[src/hw/bus_release_pkg.sv]
// Constants, states and timing figures of the bus-release handshake.
// Behaviour
// - Float the whole memory bus at least two interface clocks after the request falls.
// - Drive the grant low zero to two interface clocks after the bus floats.
// - Re-drive the bus two to seven interface clocks after the request rises.
// - Return the grant high zero to two interface clocks after re-driving the bus.
// - Selected output clocks float and return with the same delays as the bus; the code floats and re-drives them one block clock after the bus.
// - Per-clock select: zero keeps the clock toggling, one floats it while released.
// - Finish pending memory transfers before granting; an idle bus gets the minimum delay.
// - While the block bit is one, never grant the bus; the code checks it only while draining.
// - Floated set covers enables, data, address, strobes, clock enable, third enable, transfer strobe.
// - All delays count periods of the selected interface input clock.
// - Update the bus-request status only on a rising memory output clock edge.
package bus_release_pkg;

	// Period of the interface clock and of the block clock, both in ns.
	localparam int IFC_PERIOD_NS = 8;
	localparam int CLK_PERIOD_NS = 8;

	// Delay figures in interface clock periods, as printed.
	localparam int FLOAT_MIN_E = 2;
	localparam int GRANT_MAX_E = 2;
	localparam int RESUME_MIN_E = 2;
	localparam int RESUME_MAX_E = 7;
	localparam int UNGRANT_MAX_E = 2;

	// Cycle counts: least times round up, longest times round down.
	localparam int FLOAT_MIN_CYC = (FLOAT_MIN_E * IFC_PERIOD_NS + CLK_PERIOD_NS - 1) / CLK_PERIOD_NS;
	localparam int GRANT_MAX_CYC = (GRANT_MAX_E * IFC_PERIOD_NS) / CLK_PERIOD_NS;
	localparam int RESUME_MIN_CYC = (RESUME_MIN_E * IFC_PERIOD_NS + CLK_PERIOD_NS - 1) / CLK_PERIOD_NS;
	localparam int RESUME_MAX_CYC = (RESUME_MAX_E * IFC_PERIOD_NS) / CLK_PERIOD_NS;
	localparam int UNGRANT_MAX_CYC = (UNGRANT_MAX_E * IFC_PERIOD_NS) / CLK_PERIOD_NS;

	// Counter width for the release delays.
	localparam int DLY_W = 4;

	// Reset values of the pin-side controls.
	localparam logic GRANT_N_RST = 1'b1;
	localparam logic BUS_DRIVE_RST = 1'b1;
	localparam logic STATUS_RST = 1'b0;

	// Handshake states.
	typedef enum logic [2:0] {
		ST_IDLE,
		ST_DRAIN,
		ST_FLOATED,
		ST_GRANTED,
		ST_RESUME,
		ST_REDRIVEN
	} release_state_e;

endpackage : bus_release_pkg

[src/hw/release_delay_counter.sv]
// Saturating up-counter that times the release delays.
module release_delay_counter #(
	parameter int WIDTH = 4
) (
	// Clock and reset.
	input wire logic clock_i,
	input wire logic rst_n_i,
	// Control.
	input wire logic clear_i,
	// Count value.
	output logic [WIDTH-1:0] count_o
);

	logic [WIDTH-1:0] count_ff;

	// Restart on clear, otherwise count up and hold at the top.
	always_ff @(posedge clock_i) begin
		if (!rst_n_i || clear_i) begin
			count_ff <= '0;
		end else if (count_ff != {WIDTH{1'b1}}) begin
			count_ff <= count_ff + {{(WIDTH-1){1'b0}}, 1'b1};
		end
	end

	assign count_o = count_ff;

endmodule : release_delay_counter

[src/hw/memory_clock_gen.sv]
// Memory output clocks divided from the block clock, each with its own float control.
module memory_clock_gen #(
	parameter int NUM_CLKS = 2
) (
	// Clock and reset.
	input wire logic clock_i,
	input wire logic rst_n_i,
	// Float control.
	input wire logic float_active_i,
	input wire logic [NUM_CLKS-1:0] clock_out_float_sel_i,
	// Output clocks.
	output logic [NUM_CLKS-1:0] memory_out_clk_o,
	output logic [NUM_CLKS-1:0] memory_out_clk_oe_o,
	output logic rise_pulse_o
);

	logic phase_ff;
	logic [NUM_CLKS-1:0] oe_ff;

	// The output clock runs at half the block clock rate.
	always_ff @(posedge clock_i) begin
		if (!rst_n_i) begin
			phase_ff <= 1'b0;
		end else begin
			phase_ff <= ~phase_ff;
		end
	end

	// Each clock floats only when its select bit is set during a release.
	genvar i;
	generate
		for (i = 0; i < NUM_CLKS; i++) begin : g_clk
			always_ff @(posedge clock_i) begin
				if (!rst_n_i) begin
					oe_ff[i] <= 1'b1;
				end else begin
					oe_ff[i] <= ~(float_active_i & clock_out_float_sel_i[i]);
				end
			end
			assign memory_out_clk_o[i] = phase_ff;
		end
	endgenerate

	assign memory_out_clk_oe_o = oe_ff;
	// Marks the block cycle whose closing edge is a rising edge of the output clock.
	assign rise_pulse_o = ~phase_ff;

endmodule : memory_clock_gen

[src/hw/ext_bus_release_arbiter.sv]
// Bus-release handshake: hands the external memory bus to an outside master and takes it back.
module ext_bus_release_arbiter #(
	parameter int NUM_CLKS = 2
) (
	// Clock and reset.
	input wire logic clock_i,
	input wire logic rst_n_i,
	// Release handshake with the outside master.
	input wire logic bus_release_req_n_i,
	output logic bus_release_grant_n_o,
	output logic bus_request_status_o,
	// Configuration.
	input wire logic release_block_bit_i,
	input wire logic [NUM_CLKS-1:0] clock_out_float_sel_i,
	// Memory controller side.
	input wire logic xfer_pending_i,
	input wire logic xfer_wanted_i,
	output logic cycle_start_inhibit_o,
	input wire logic [3:0] ctl_chip_enable_n_i,
	input wire logic [7:0] ctl_byte_enable_n_i,
	input wire logic [63:0] ctl_memory_data_i,
	input wire logic [22:3] ctl_memory_address_i,
	input wire logic [2:0] ctl_strobe_n_i,
	input wire logic ctl_memory_clock_enable_i,
	input wire logic ctl_output_enable_three_n_i,
	input wire logic ctl_peripheral_transfer_strobe_n_i,
	output logic [63:0] ctl_read_data_o,
	// Memory bus pins.
	output logic [3:0] chip_enable_n_o,
	output logic chip_enable_n_oe_o,
	output logic [7:0] byte_enable_n_o,
	output logic byte_enable_n_oe_o,
	input wire logic [63:0] memory_data_i,
	output logic [63:0] memory_data_o,
	output logic memory_data_oe_o,
	output logic [22:3] memory_address_o,
	output logic memory_address_oe_o,
	output logic [2:0] strobe_n_o,
	output logic strobe_n_oe_o,
	output logic memory_clock_enable_o,
	output logic memory_clock_enable_oe_o,
	output logic output_enable_three_n_o,
	output logic output_enable_three_n_oe_o,
	output logic peripheral_transfer_strobe_n_o,
	output logic peripheral_transfer_strobe_n_oe_o,
	// Memory output clocks.
	output logic [NUM_CLKS-1:0] memory_out_clk_o,
	output logic [NUM_CLKS-1:0] memory_out_clk_oe_o
);
	import bus_release_pkg::*;

	// Handshake state and release timing.
	release_state_e state_ff;
	release_state_e nxt_state;
	logic grant_n_ff;
	logic bus_drive_ff;
	logic clk_float_ff;
	logic status_ff;
	logic dly_clear;
	logic clk_rise;
	logic [DLY_W-1:0] dly_count;

	// Registered pin values and the read-back path.
	logic [3:0] chip_enable_n_ff;
	logic [7:0] byte_enable_n_ff;
	logic [63:0] memory_data_ff;
	logic [22:3] memory_address_ff;
	logic [2:0] strobe_n_ff;
	logic memory_clock_enable_ff;
	logic output_enable_three_n_ff;
	logic peripheral_transfer_strobe_n_ff;
	logic [63:0] read_data_ff;

	// True once the delay counter has reached the given number of cycles.
	function automatic logic reached(input logic [DLY_W-1:0] count, input int limit);
		reached = (count >= limit[DLY_W-1:0]);
	endfunction : reached

	// True on the step from draining into the floated state.
	// Bus drive and clock float both key on it, so they can never disagree about the edge.
	function automatic logic float_step(input release_state_e cur, input release_state_e nxt);
		float_step = (cur == ST_DRAIN) && (nxt == ST_FLOATED);
	endfunction : float_step

	// True on the step from the resume wait into the re-driven state.
	function automatic logic redrive_step(input release_state_e cur, input release_state_e nxt);
		redrive_step = (cur == ST_RESUME) && (nxt == ST_REDRIVEN);
	endfunction : redrive_step

	// Times the float and re-drive delays in cycles of the interface clock, which is the block clock.
	release_delay_counter #(
		.WIDTH(DLY_W)
	) u_delay (
		.clock_i(clock_i),
		.rst_n_i(rst_n_i),
		.clear_i(dly_clear),
		.count_o(dly_count)
	);

	// Generates the memory output clocks and floats the selected ones during a release.
	memory_clock_gen #(
		.NUM_CLKS(NUM_CLKS)
	) u_clk (
		.clock_i(clock_i),
		.rst_n_i(rst_n_i),
		.float_active_i(clk_float_ff),
		.clock_out_float_sel_i(clock_out_float_sel_i),
		.memory_out_clk_o(memory_out_clk_o),
		.memory_out_clk_oe_o(memory_out_clk_oe_o),
		.rise_pulse_o(clk_rise)
	);

	// The counter restarts whenever the handshake changes state.
	assign dly_clear = (nxt_state != state_ff);

	// Next-state logic of the release handshake.
	always_comb begin
		nxt_state = state_ff;
		case (state_ff)
			ST_IDLE: begin
				// Wait for the outside master to ask for the bus.
				if (!bus_release_req_n_i) begin
					nxt_state = ST_DRAIN;
				end
			end
			ST_DRAIN: begin
				// A request withdrawn before the bus floats simply ends the release.
				if (bus_release_req_n_i) begin
					nxt_state = ST_IDLE;
				end else if (release_block_bit_i) begin
					nxt_state = ST_DRAIN;
				end else if (!xfer_pending_i && reached(dly_count, FLOAT_MIN_CYC - 1)) begin
					nxt_state = ST_FLOATED;
				end
			end
			ST_FLOATED: begin
				// The pins are off; the grant follows on the next edge.
				nxt_state = ST_GRANTED;
			end
			ST_GRANTED: begin
				// The master keeps its request low at least one cycle past the grant.
				if (bus_release_req_n_i) begin
					nxt_state = ST_RESUME;
				end
			end
			ST_RESUME: begin
				// Keep the pins off for the least resume delay.
				if (reached(dly_count, RESUME_MIN_CYC - 1)) begin
					nxt_state = ST_REDRIVEN;
				end
			end
			ST_REDRIVEN: begin
				// The pins are back; withdraw the grant.
				nxt_state = ST_IDLE;
			end
			default: begin
				// An unused encoding falls back to idle.
				nxt_state = ST_IDLE;
			end
		endcase
	end

	// State register.
	always_ff @(posedge clock_i) begin
		if (!rst_n_i) begin
			state_ff <= ST_IDLE;
		end else begin
			state_ff <= nxt_state;
		end
	end

	// Bus drive: floats on entry to the floated state and returns on entry to the re-driven state.
	always_ff @(posedge clock_i) begin
		if (!rst_n_i) begin
			bus_drive_ff <= BUS_DRIVE_RST;
		end else if (float_step(state_ff, nxt_state)) begin
			bus_drive_ff <= 1'b0;
		end else if (redrive_step(state_ff, nxt_state)) begin
			bus_drive_ff <= 1'b1;
		end
	end

	// Output clock float follows the bus float on the same edges.
	always_ff @(posedge clock_i) begin
		if (!rst_n_i) begin
			clk_float_ff <= 1'b0;
		end else if (float_step(state_ff, nxt_state)) begin
			clk_float_ff <= 1'b1;
		end else if (redrive_step(state_ff, nxt_state)) begin
			clk_float_ff <= 1'b0;
		end
	end

	// Grant falls one cycle after the float and rises one cycle after the re-drive.
	always_ff @(posedge clock_i) begin
		if (!rst_n_i) begin
			grant_n_ff <= GRANT_N_RST;
		end else if (state_ff == ST_FLOATED) begin
			grant_n_ff <= 1'b0;
		end else if (state_ff == ST_REDRIVEN) begin
			grant_n_ff <= 1'b1;
		end
	end

	// Status shows that the controller wants the bus back; it moves only on output clock rises.
	always_ff @(posedge clock_i) begin
		if (!rst_n_i) begin
			status_ff <= STATUS_RST;
		end else if (clk_rise) begin
			status_ff <= xfer_wanted_i && (state_ff != ST_IDLE);
		end
	end

	// Strobes and enables reset to their inactive levels, except the clock enable, which resets high; the memories see no cycle.
	// These are registered copies: each pin lags the controller by one edge.
	always_ff @(posedge clock_i) begin
		if (!rst_n_i) begin
			chip_enable_n_ff <= 4'h f;
			byte_enable_n_ff <= 8'h ff;
			strobe_n_ff <= 3'h 7;
			memory_clock_enable_ff <= 1'b1;
			output_enable_three_n_ff <= 1'b1;
			peripheral_transfer_strobe_n_ff <= 1'b1;
		end else begin
			chip_enable_n_ff <= ctl_chip_enable_n_i;
			byte_enable_n_ff <= ctl_byte_enable_n_i;
			strobe_n_ff <= ctl_strobe_n_i;
			memory_clock_enable_ff <= ctl_memory_clock_enable_i;
			output_enable_three_n_ff <= ctl_output_enable_three_n_i;
			peripheral_transfer_strobe_n_ff <= ctl_peripheral_transfer_strobe_n_i;
		end
	end

	// Address copy; it reaches the pins only while the device owns the bus.
	always_ff @(posedge clock_i) begin
		if (!rst_n_i) begin
			memory_address_ff <= '0;
		end else begin
			memory_address_ff <= ctl_memory_address_i;
		end
	end

	// Write data copy; it reaches the pins only while the data drive is on.
	always_ff @(posedge clock_i) begin
		if (!rst_n_i) begin
			memory_data_ff <= '0;
		end else begin
			memory_data_ff <= ctl_memory_data_i;
		end
	end

	// Read data captured from the data pins.
	always_ff @(posedge clock_i) begin
		if (!rst_n_i) begin
			read_data_ff <= '0;
		end else begin
			read_data_ff <= memory_data_i;
		end
	end

	// The controller may start no new cycle from the request until the grant is withdrawn.
	assign cycle_start_inhibit_o = (state_ff != ST_IDLE) || !bus_release_req_n_i;

	// Control and address pin values.
	assign chip_enable_n_o = chip_enable_n_ff;
	assign byte_enable_n_o = byte_enable_n_ff;
	assign memory_data_o = memory_data_ff;
	assign memory_address_o = memory_address_ff;
	assign strobe_n_o = strobe_n_ff;
	assign memory_clock_enable_o = memory_clock_enable_ff;
	assign output_enable_three_n_o = output_enable_three_n_ff;
	assign peripheral_transfer_strobe_n_o = peripheral_transfer_strobe_n_ff;

	// Data pins and the read-back path.
	assign ctl_read_data_o = read_data_ff;

	// The whole floated set shares one drive flop.
	assign chip_enable_n_oe_o = bus_drive_ff;
	assign byte_enable_n_oe_o = bus_drive_ff;
	// Data lines also stay off while the controller wants the bus back.
	assign memory_data_oe_o = bus_drive_ff && !xfer_wanted_i;
	assign memory_address_oe_o = bus_drive_ff;
	assign strobe_n_oe_o = bus_drive_ff;
	assign memory_clock_enable_oe_o = bus_drive_ff;
	assign output_enable_three_n_oe_o = bus_drive_ff;
	assign peripheral_transfer_strobe_n_oe_o = bus_drive_ff;

	// Handshake outputs.
	assign bus_release_grant_n_o = grant_n_ff;
	assign bus_request_status_o = status_ff;

endmodule : ext_bus_release_arbiter

[config.mk]
export PLATFORM = sky130hd
export DESIGN_NAME = ext_bus_release_arbiter
export DESIGN_NICKNAME = d
export VERILOG_FILES = /design/src/hw/bus_release_pkg.sv /design/src/hw/release_delay_counter.sv /design/src/hw/memory_clock_gen.sv /design/src/hw/ext_bus_release_arbiter.sv
export SDC_FILE = /design/constraint.sdc
export NUM_CORES = 1
export LEC_CHECK = 0
export BUFFER_PORTS_ARGS = -buffer_cell sky130_fd_sc_hd__buf_2
export CAP_MARGIN = 0
export CORE_AREA = 3 3 139 141
export CTS_CLUSTER_SIZE = 12
export DETAILED_ROUTE_END_ITERATION = 8
export DIE_AREA = 0 0 142 144
export PLACE_DENSITY = 0.66
export SLEW_MARGIN = 20
export SYNTH_ARGS = -nofsm -noshare
export SYNTH_HDL_FRONTEND = slang
export SYNTH_SLANG_ARGS = --single-unit
[constraint.sdc]
create_clock -name clock_i -period 1.8 [get_ports clock_i]
set_input_delay 0.36 -clock clock_i [delete_from_list [all_inputs] [get_ports clock_i]]
set_output_delay 0.36 -clock clock_i [all_outputs]
set_load 0.02 [all_outputs]
* Word level (Yosys, flattened, before mapping) *
Cells that the tools add are included.

cells by class
  $add $sub $neg = 1
  $mul = 0
  div/mod/pow operators = 0
  $lt $le $gt $ge = 1
  equality and inequality tests = 9
  shifts and indexed selects = 0
  multiplexer cells = 13
  bitwise operators = 5
  reductions and logical operators = 15

operators with widths
  operator               number
  $mux W3                6
  $pmux W3 S5            1
  $eq A3 B2 Y1 const B   3
  $eq A3 B3 Y1 const B   3
  $mux W1                6
  $logic_and A1 B1 Y1    5
  $add A4 B1 Y4 const B  1
  $ge A4 B1 Y1 const B   1
  $logic_not A1 Y1       4
  $ne A4 B4 Y1 const B   1
  $reduce_bool A2 Y1     2
  $eq A3 B1 Y1 const B   1
  $logic_not A3 Y1       1
  $ne A3 B3 Y1           1
  $not A1 Y1             3
  $reduce_bool A3 Y1     1
  $and A1 B1 Y1          2
  $logic_or A1 B1 Y1     2

word-level totals
  flip-flop bits (word level) = 180
  bits in latches = 0
  memory bits (writable) = 0
  ROM bits = 0
  bits of input ports = 174
  output and inout bits = 181
  word-level logic and storage cells = 62
  memories = 0

* Logic depth before layout (Yosys ltp) *
Gate-level depths: netlist (run 1).

  depth after elaboration = 10
  gate-level depth with buffers = 6
  gate-level depth less buffers = 6

* Modules after synthesis *
A second synthesis (run 1) with hierarchy kept.

second synthesis, totals
  cells, all modules = 430
  area, all modules = 5,158.7 um^2

by module, submodules not included
  module                   instances  cells an instance  area each (um^2)  seq. area each (um^2)
  ext_bus_release_arbiter  1          402                4,864.7           3,463.3
  release_delay_counter    1          19                 196.4             80.1
  memory_clock_gen         1          9                  97.6              60.1

* Least setup slack after synthesis (run 1) *
Ideal clock, no wire load.

  path type = reg2reg
  from = reg u_delay.count_ff[1], in the netlist u_delay.count_o[1]
  to = reg u_delay.count_ff[3], in the netlist u_delay.count_o[3]
  library setup time = 0.103 ns
  data arrival time = 1.479 ns
  required time = 1.697 ns
  slack = 0.218 ns
  stages on the path, launching flop included = 6
  path buffers = 0
  clock period less this slack = 1.582 ns
  path through = dfxtp_1 > inv_1 > ha_1 > or4b_4 > o221a_4 > a2111oi_2

on the way
  longest elaborated chain between the ends = 8
  elaborated cells between the ends (all ways) = 11
  those cells by class = add/sub: 1; order compare: 1; eq/ne: 2; mux: 5; reduce/logical: 2

ends and longest elaborated chain
  element                 line                            source
  start, declared         release_delay_counter.sv:14     logic [WIDTH-1:0] count_ff;
  start signal, assigned  release_delay_counter.sv:21     count_ff <= count_ff + {{(WIDTH-1){1'b0}}, 1'b1};
  $ge A4 B1 Y1            ext_bus_release_arbiter.sv:76   reached = (count >= limit[DLY_W-1:0]);
  $logic_and A1 B1 Y1     ext_bus_release_arbiter.sv:132  end else if (!xfer_pending_i && reached(dly_count, FLOAT_MIN_CYC - 1)) begin
  $mux W3                 ext_bus_release_arbiter.sv:132
  $mux W3                 ext_bus_release_arbiter.sv:130  end else if (release_block_bit_i) begin
  $mux W3                 ext_bus_release_arbiter.sv:128  if (bus_release_req_n_i) begin
  $pmux W3 S5             ext_bus_release_arbiter.sv:119  case (state_ff)
  $ne A3 B3 Y1            ext_bus_release_arbiter.sv:114  assign dly_clear = (nxt_state != state_ff);
  $logic_or A1 B1 Y1      release_delay_counter.sv:18     if (!rst_n_i || clear_i) begin

Several ways; a longest one is shown, not always the timed one.
A chain may end at the register's enable or synchronous reset.

* Worst setup path in the final report (run 1) *
  from = reg state_ff[0]
  to = out cycle_start_inhibit_o

on the way
  longest elaborated chain between the ends = 2

ends and longest elaborated chain
  element                 line                            source
  start, declared         ext_bus_release_arbiter.sv:53   release_state_e state_ff;
  start signal, assigned  ext_bus_release_arbiter.sv:168  state_ff <= nxt_state;
  $reduce_bool A3 Y1      ext_bus_release_arbiter.sv:262  assign cycle_start_inhibit_o = (state_ff != ST_IDLE) || !bus_release_req_n_i;
  $logic_or A1 B1 Y1      ext_bus_release_arbiter.sv:262
  end, declared           ext_bus_release_arbiter.sv:18   output logic cycle_start_inhibit_o,

No other way between the ends.

==> flow_summary.toml, run 1 <==
[timing]
slew-limit-headroom_pct = 67.9
finClkSkew_ps = 3.17
min_period_over_period_pct = 94.9
hold_viol = 0
setup-tns-final_ps = 0
rsz0062_at_grt = "false"
min_period_ps = 1710
slew_viol_final = 0
worstMarginPinSlew_ps = 478
finalSetupViolations = 0
fmax_ghz = 0.585

[critical_path]
crit_type = "reg -> out"
r2r_start = "u_delay.count_o[1]$_SDFFE_PP0P_"
crit_required_ps = 1440
crit_start = "state_ff[0]$_SDFF_PN0_"
crit_fanout = 10
worstPathArrival_ps = 1350
endpoint_kind = "output port"
startpoint_type = "flop"

[placement]
gp_congestion = 0.739
portBuffers = 354
dpl.hpwl_um = 11400

[cts]
cts_tree = "built"
clkLatencyLatePin_ps = 410
clkSinkCount = 180
htreeDepth = 4
clockBufferDepth = 2
clk_pin_slew_ps = 70
cts_root_buffer = "clkbuf_16"
post_cts_buffers = 0
cts_buffers = 17

[floorplan]
die_w_um = 142
rows = 49
coreArea_mm2 = 0.0181
die-area_mm2 = 0.0204
die_y_um = 144
start_util_pct = 28.6
ios = 355

[drt]
drtAntennaViolNets = 0
firstDrtPassIters = 4
via_per_inst = 3.99
drtIter0Drc = 54
wirelength_um = 14500
wl_per_cell_um = 14.2
drc = 0
via_count = 4074

[global_route]
grt_remaining_overflow = 0
grt_pass1_wl_um = 20800
grt_pass1_vias = 4003
track_usage_pct = 13.2
grt_max_degree = 63
antenna_found_initial = 2

[yosys]
ys_types = 29
netlist_instances = 434
ys.warnings.count = 0
synth_area_mm2 = 0.00516
synth_nets = 611
synth-seq-cells = 180
avgSynthCellArea_um2 = 11.9
ys_seq_area_share_pct = 69.8

[cells_and_area]
area_growth_pct = 50.3
final_nets = 957
final_layout_size_suffix_gt1_share_pct = 49.6
insertedDiodeCount = 0

[power]
ir_worst_vdd_mv = 0.660
pwr_density_cell_mw_per_mm2 = 1170
power_uw = 9090
leakagePower_uw = 0.00388

[status]
outcome = "finished, final reports clean"

[flow_run]
maxCapViolations = 0

[worst_hold_path]
min_path_type = "in -> reg"
min_from = "ctl_strobe_n_i[2]"
-- final timing paths --
path	endpoint	slack (ps)	depth (start not counted)
max	cycle_start_inhibit_o	90	3
min	strobe_n_o[2]$_SDFF_PN1_	130	2
max reg2reg	u_delay.count_o[3]$_SDFFE_PP0P_	170	5
min reg2reg	u_clk.memory_out_clk_oe_o[0]$_SDFF_PN1_	420	1
-- report_power, final --
part           switching (µW)  internal [µW]
sequential               58.8           4190
combinational             521            403
clock                    1580           2340
-- per-stage QoR --
stage	instance area, µm²	setup WS [ps]	cells	utilization [%]	hold slack [ps]
2_1_floorplan	5160	218	434	-	381
3_3_place_gp	7140	165	990	39.5	418
3_5_place_dp	7140	127	990	39.5	419
4_1_cts	7760	46.7	1020	42.9	101
5_1_grt	7760	0.890	1020	42.9	112
6_report	7760	91.6	1020	42.9	130
-- cells by family (layout without fill, tap and decap cells) --
family / after synthesis / count (layout) / share of synthesized area, %
flip-flops: 180 / 180 / 69.8
adder cells (fa/ha/maj): 3 / 3 / 0.727
AO/OA/AOI/OAI: 14 / 14 / 2.13
AND/OR/NAND/NOR: 200 / 200 / 23.5
buffers and inverters: 33 / 390 / 3.08
XOR/XNOR: 1 / 1 / 0.170
multiplexers: 3 / 3 / 0.606
-- metal layers --
layer,vias to the layer above,share of wire [%],global-route usage [%]
met5,-,0.19,0
met4,4,1.8,4.85
met3,19,11,6.42
met2,237,50,23.2
met1,1786,38,13.8
li1,2028,-,-
-- worst max-delay path, cell delays in order (launching register included) --
cell and delay, ps:
dfxtp_1 400, nor3_1 270, nand2_1 100, buf_2 170
-- registers in the layout (all words and copies together) (netlist names) --
| signal | count |
|---|---|
| bus_request_status_o | 1 |
| byte_enable_n_oe_o | 1 |
| output_enable_three_n_o | 1 |
| clk_float_ff | 1 |
| memory_clock_enable_o | 1 |
| peripheral_transfer_strobe_n_o | 1 |
| u_delay.count_o | 4 |
| chip_enable_n_o | 4 |
| memory_data_o | 64 |
| strobe_n_o | 3 |
| u_clk.memory_out_clk_oe_o | 2 |
| bus_release_grant_n_o | 1 |
| u_clk.phase_ff | 1 |
| memory_address_o | 20 |
| byte_enable_n_o | 8 |
| state_ff | 3 |
| ctl_read_data_o | 64 |
-- layout make-up --
type	instances	area [µm²]
clock buffer	17	425
clock inverter	13	196
fill	1761	10300
inverter	3	11.3
multi-input combinational	221	1400
sequential	180	3600
tap	229	287
timing repair buffer	357	1830
-- cell usage in the layout (no fill, tap or decap), drive strengths merged, types with 2 or more instances in the layout --
cell type and n:
and2 148, o21ai 3, nand2b 18, clkbuf 17, nand2 10, a21boi 3
bufinv 4, dfxtp 180, nor3 5, buf 357, ha 3, nor2 4
clkinv 2, nor2b 4, nand3 6, a21oi 3, inv 9, mux2i 2
-- cells in the mapped netlist (all sizes together) --
master	count	share of area, %
dfxtp	180	70
and2	148	18
clkbuf	20	1.5
nand2b	18	2.2
buf	10	1.4
nand2	10	0.73
nand3	6	0.58
nor3	5	0.48
nor2	4	0.29
nor2b	4	0.48
a21boi	3	0.44
a21oi	3	0.29
ha	3	0.73
inv	3	0.22
o21ai	3	0.29
mux2i	2	0.39
a2111oi	1	0.29
a31oi	1	0.12
mux2	1	0.22
nand3b	1	0.15
nand4	1	0.12
nand4b	1	0.17
nor3b	1	0.15
o211a	1	0.19
o221a	1	0.39
o22ai	1	0.12
or4b	1	0.27
xnor2	1	0.17
-- timing repair --
item	4_1_cts	5_1_grt
setup endpoints to repair	0	1
gates resized for setup	0	1
hold buffers	0	0
No activity file was read; power rests on OpenSTA's default activity.
==> inputs of run 2 (changes only) <==
- ABC_AREA: not set -> 1
- CORE_AREA: 3 3 139 141 -> 3 3 137 139
- CTS_BUF_LIST: not set -> sky130_fd_sc_hd__clkbuf_8
- DIE_AREA: 0 0 142 144 -> 0 0 140 142
- PLACE_DENSITY: 0.66 -> 0.69
- RECOVER_POWER: not set -> 100
==> run 2 against run 1 <==
Net effect: combinational power shrank 2%; register-to-register slack gained 70 ps; clock-buffer cell count is the same; first-iteration DRC count grew 130%; clock skew grew 1.0 ps; largest cell class unchanged; largest power group unchanged.
==> flow_summary.toml, run 2 <==
[power]
leakagePower_uw = 0.00431
p_int_uw = 5520
pwr_density_cell_mw_per_mm2 = 1030
p_switching_uw = 2200
power_uw = 7710
seq_power_share_pct = 55.1
swShare_pct = 28.5
ir_worst_vdd_mv = 0.521
p_clk_share_pct = 33.1
p_comb_share_pct = 11.8

[drt]
via_count = 4472
drtAntennaViolNets = 0
wirelength_um = 14500
drtIter0Drc = 123
firstDrtPassIters = 4
drc = 0
via_per_inst = 3.76
wl_per_cell_um = 12.2

[cts]
post_cts_buffers = 0
clkSinkCount = 180
clockBufferDepth = 2
cts_root_buffer = "clkbuf_8"
clkLatencyLatePin_ps = 430
cts_buffers = 17
htreeDepth = 4
cts_tree = "built"
clk_pin_slew_ps = 110

[yosys]
synth_edf_count = 0
synth_compound_area_share_pct = 1.65
synth_nets = 775
yosysMostFrequentCell = "dfxtp_1"
avgSynthCellArea_um2 = 8.98
synthAdderAreaFrac_pct = 0.699
yosys-top-cells-area = "dfxtp_1, nand2_1, inv_1"
synth_top_area_cell = "dfxtp_1"
ys.warnings.count = 0
netlist_instances = 598
synth_area_mm2 = 0.00537
synth_common_cells = "dfxtp_1, nand2_1, inv_1"
synth_top_cell_area_share_pct = 67.1
ys_types = 28
synth_top_family_by_area = "simple AND/OR/NAND/NOR gates"
synth.area.mux_share_pct = 0
postSynth.asyncResetShare_pct = 0
synth-xor-area-share_pct = 0.163
ys_seq_area_share_pct = 67.1
synth-seq-cells = 180
synthFlopType = "dfxtp_1"
synth_simple_gate_area_share_pct = 16.4

[placement]
gp_congestion = 0.839
portBuffers = 354
dpl.hpwl_um = 11400
placed_area_mm2 = 0.00734
dp_slack_ps = 284

[critical_path]
startpoint_type = "flop"
path_delay_family = "flip-flops"
crit_required_ps = 1440
worstPathArrival_ps = 1310
cp_num_buf_inv = 1
cp_slowest_cell = "dfxtp_1"
crit_type = "reg -> out"
r2r_setup_slack_ps = 240
max_stage_delay_ps = 380
crit_fanout = 6
r2r_start = "u_delay.count_o[1]$_SDFFE_PP0P_"
endpoint_kind = "output port"
rr_endpoint = "u_delay.count_o[1]$_SDFFE_PP0P_"
worstPathCellList = "nor3_2 > nand2_1 > buf_2"
ff2ff_path_depth = 11

[cells_and_area]
final_common_cell = "clkbuf_1"
fin_area_mm2 = 0.00746
area_growth_pct = 38.8
layout_common_cells = "clkbuf_1, dfxtp_1, buf_2"
final_layout_size_suffix_gt1_share_pct = 23.9
insertedDiodeCount = 0
final_nets = 1124

[global_route]
grt_remaining_overflow = 0
track_usage_pct = 13.5
antenna_found_initial = 0
grt_pass1_vias = 4260
grt_max_degree = 65
grt_pass1_wl_um = 21500

[timing]
finalSetupViolations = 0
hold_viol = 0
min_period_ps = 1670
worstMarginPinSlew_ps = 754
rsz0062_at_grt = "false"
setup-tns-final_ps = 0
finClkSkew_ps = 4.18
min_period_over_period_pct = 93.0
fmax_ghz = 0.597
setup_slack_ps = 125
slew_viol_final = 0
slew-limit-headroom_pct = 49.8
worst_hold_slack_ps = 95.8

[status]
outcome = "finished, final reports clean"

[floorplan]
die-area_mm2 = 0.0199
die_y_um = 142
die_w_um = 140
ios = 355
start_util_pct = 30.2
coreArea_mm2 = 0.0178
rows = 49

[worst_hold_path]
hold_depth = 3
min_from = "memory_data_i[50]"
min_path_type = "in -> reg"
holdPathEnd = "ctl_read_data_o[50]$_SDFF_PN0_"

[flow_run]
maxCapViolations = 0
[run 2: cell count changes in the layout (fill, tap and decap cells not counted), moves of 5 or more]
cell,before,now
or2_1,0,9
nor3_1,5,0
nand2_1,10,163
buf_2,353,173
or2_2,0,9
nor2_1,4,10
nand2b_1,18,0
clkbuf_1,0,181
clkbuf_8,0,17
and2_1,148,0
clkbuf_16,17,0
inv_1,3,160
[run 2: worst reg2reg max path: cells and delay by family (launching register included)]
family                   cells  cell delay (ps)
buffers and inverters        1               90
AO/OA/AOI/OAI                1               80
flip-flops                   1              370
AND/OR/NAND/NOR              8              770
adder cells (fa/ha/maj)      1              190
[run 2: worst max-delay path by stage]
stage	from	end	slack (ps)	depth (start not counted)
2_1_floorplan	u_delay.count_o[1]$_SDFFE_PP0P_	u_delay.count_o[0]$_SDFFE_PP0P_	460	11
3_3_place_gp	u_delay.count_o[1]$_SDFFE_PP0P_	u_delay.count_o[3]$_SDFFE_PP0P_	360	11
3_5_place_dp	u_delay.count_o[1]$_SDFFE_PP0P_	u_delay.count_o[2]$_SDFFE_PP0P_	280	11
4_1_cts	state_ff[2]$_SDFF_PN0_	cycle_start_inhibit_o	80	3
5_1_grt	rst_n_i	peripheral_transfer_strobe_n_o$_SDFF_PN1_	5	3
6_report	state_ff[2]$_SDFF_PN0_	cycle_start_inhibit_o	130	3
[run 2: power groups by stage]
stage	Combinational [µW]	Clock, µW	Sequential [µW]
final	907	2550	4250
after detailed placement	983	0	4340
after CTS	986	2680	4250
after floorplan	263	0	4600
after global placement	973	0	4330
after global routing	1000	2860	4280
[run 2: repair_timing]
item,CTS,global route
endpoints found under the setup margin,1,0
hold buffers,0,0
gates resized for setup,1,0
hold endpoints to repair,0,0
[run 2: cell type report]
cell class              count  area [µm²]
repair buffers            357        1570
clock inverters            14         139
flip-flops and latches    180        3600
clock buffers              17         234
well taps                 229         287
inverters                 162         608
fillers                  1884       10300
multi-input cells         229        1020
[run 2: logic make-up (layout without fill, tap and decap cells)]
kind of cell    Yosys count  after routing
flops                   180            180
buf+inv                 189            550
xor+xnor                  1              1
simple gates            210            210
fa+ha+maj                 3              3
compound gates           15             15
[run 2: metrics by stage]
stage,cells,utilization [%]
after floorplan,598,-
after global placement,1157,41.3
after detailed placement,1157,41.3
after CTS,1188,43.4
after global routing,1188,41.9
final,1188,41.9
[run 2: metal layers]
layer / GRT usage [%] / wire [µm] / vias up
met5: 0 / 0 / -
met4: 4.59 / 244 / 0
met3: 4.17 / 1120 / 16
met2: 24.7 / 7570 / 168
met1: 15.0 / 5550 / 1933
li1: - / - / 2355
==> inputs of run 3 (changes only) <==
- clock period: 1.8 -> 2.1 ns (I/O delays scaled with it)
==> run 3 against run 2 <==
Net effect: die area did not move; sequential power is 14% lower; non-clock buffer count is 1 lower; largest power group unchanged; register-to-register slack better by 260 ps; sequential share of layout area is 0.11 points higher; hold slack better by 58 ps; critical endpoint unchanged; sequential cell count is the same; via count increased by 0.18%; routed wire length fell by 0.28%.
==> flow_summary.toml, run 3 (synthesis gave the netlist of run 2 again) <==
[worst_hold_path]
min_path_type = "in -> reg"

[drt]
drtIter0Drc = 134
wirelength_um = 14400
drtAntennaViolNets = 0
drc = 0
via_per_inst = 3.77
firstDrtPassIters = 4
wl_per_cell_um = 12.2
via_count = 4480

[flow_run]
maxCapViolations = 0

[power]
seq_power_share_pct = 54.5
p_int_uw = 4830
p_comb_share_pct = 11.5
p_clk_share_pct = 34.0
power_uw = 6690
p_switching_uw = 1860
pwr_density_cell_mw_per_mm2 = 899
ir_worst_vdd_mv = 0.446
leakagePower_uw = 0.00432
swShare_pct = 27.8

[cts]
cts_root_buffer = "clkbuf_8"
post_cts_buffers = 0
htreeDepth = 4
clockBufferDepth = 2
cts_hold_buf = 0
clkLatencyLatePin_ps = 430
cts_resized = 0
clkSinkCount = 180
cts_tree = "built"
clk_pin_slew_ps = 100
cts_buffers = 17

[timing]
hold_viol = 0
slew-limit-headroom_pct = 19.2
finalSetupViolations = 0
worstMarginPinSlew_ps = 1210
min_period_over_period_pct = 87.6
finClkSkew_ps = 6.36
slew_viol_final = 0
rsz0062_at_grt = "false"
setup-tns-final_ps = 0
min_period_ps = 1840
fmax_ghz = 0.544

[cells_and_area]
fin_area_mm2 = 0.00744
area_growth_pct = 38.5
final_util_pct = 41.9
multiInputGateArea_mm2 = 0.00100
insertedDiodeCount = 0
nFillCells = 1880
final_common_cell = "clkbuf_1"
seq_area_mm2 = 0.00360
instances_no_fill = 1188
layout_common_cells = "clkbuf_1, dfxtp_1, buf_2"
final_nets = 1123
final_layout_size_suffix_gt1_share_pct = 23.1

[floorplan]
coreArea_mm2 = 0.0178
ios = 355
die_y_um = 142
start_util_pct = 30.2
die-area_mm2 = 0.0199
rows = 49
die_w_um = 140

[placement]
place_inst = 1156
portBuffers = 354
gp_congestion = 0.822
placed_area_mm2 = 0.00733
dpl.hpwl_um = 11200

[critical_path]
crit_fanout = 6
path_delay_family = "simple AND/OR/NAND/NOR gates"
cp_num_buf_inv = 1
worstPathCellList = "nor3_1 > nand2_1 > clkbuf_1"
crit_required_ps = 1680
startpoint_type = "flop"
cp_slowest_cell = "dfxtp_1"
max_stage_delay_ps = 380
worstPathArrival_ps = 1420
crit_type = "reg -> out"
endpoint_kind = "output port"

[global_route]
grt_max_degree = 65
grt_pass1_wl_um = 21600
track_usage_pct = 13.7
antenna_found_initial = 0
grt_remaining_overflow = 0
grt_pass1_vias = 4211

[status]
outcome = "finished, final reports clean"
==> run 3: changes by cell type in the layout (fill, tap and decap cells not counted), sizes merged <==
cell	delta
clkbuf	-1
clkinv	-1
bufinv	+1
clkinvlp	-1
inv	+2
==> run 3: power by group through the flow <==
stage	Clock [µW]	Sequential, µW	Combinational, µW
floorplan	0	3940	226
detailed placement	0	3720	837
global placement	0	3720	829
global route	2510	3660	858
CTS	2370	3640	841
finish	2270	3640	771
==> run 3: per-stage QoR <==
step | setup slack (ps) | hold WS, ps
5_1_grt | 111 | 118
2_1_floorplan | 761 | 381
3_3_place_gp | 662 | 404
3_5_place_dp | 600 | 404
6_report | 260 | 154
4_1_cts | 230 | 114
==> run 3: final cells by class <==
cell class              count  share of cell area [%]
clock buffers              17                    3.14
inverters                 162                    8.17
repair buffers            356                    20.9
flip-flops and latches    180                    48.4
multi-input cells         229                    13.5
well taps                 229                    3.85
clock inverters            15                    1.98
==> run 3: path summary, 6_finish.rpt <==
path	from	end	slack, ps	depth (start not counted)
setup reg to reg	u_delay.count_o[1]$_SDFFE_PP0P_	u_delay.count_o[0]$_SDFFE_PP0P_	500	11
setup / recovery	state_ff[0]$_SDFF_PN0_	cycle_start_inhibit_o	260	3
hold / removal	memory_data_i[20]	ctl_read_data_o[20]$_SDFF_PN0_	150	3
hold reg to reg	clk_float_ff$_SDFFE_PN0P_	u_clk.memory_out_clk_oe_o[1]$_SDFF_PN1_	420	1
==> run 3: worst register-to-register path: stages (launching register included) <==
cell	delay, ps
dfxtp_1	360
inv_1	80
ha_1	180
nor2_1	180
nand2_1	70
nand2_1	70
nand2_1	50
nand2_1	100
o21ai_0	90
nor2_1	100
nand3_1	150
nor2_1	110
==> run 3: per-layer routing <==
layer  wire, µm  up-vias  GRT usage (%)
li1           -     2349              -
met5          0        -              0
met2       7540      174           25.0
met4        223        0           4.23
met1       5690     1942           15.5
met3        992       15           3.70
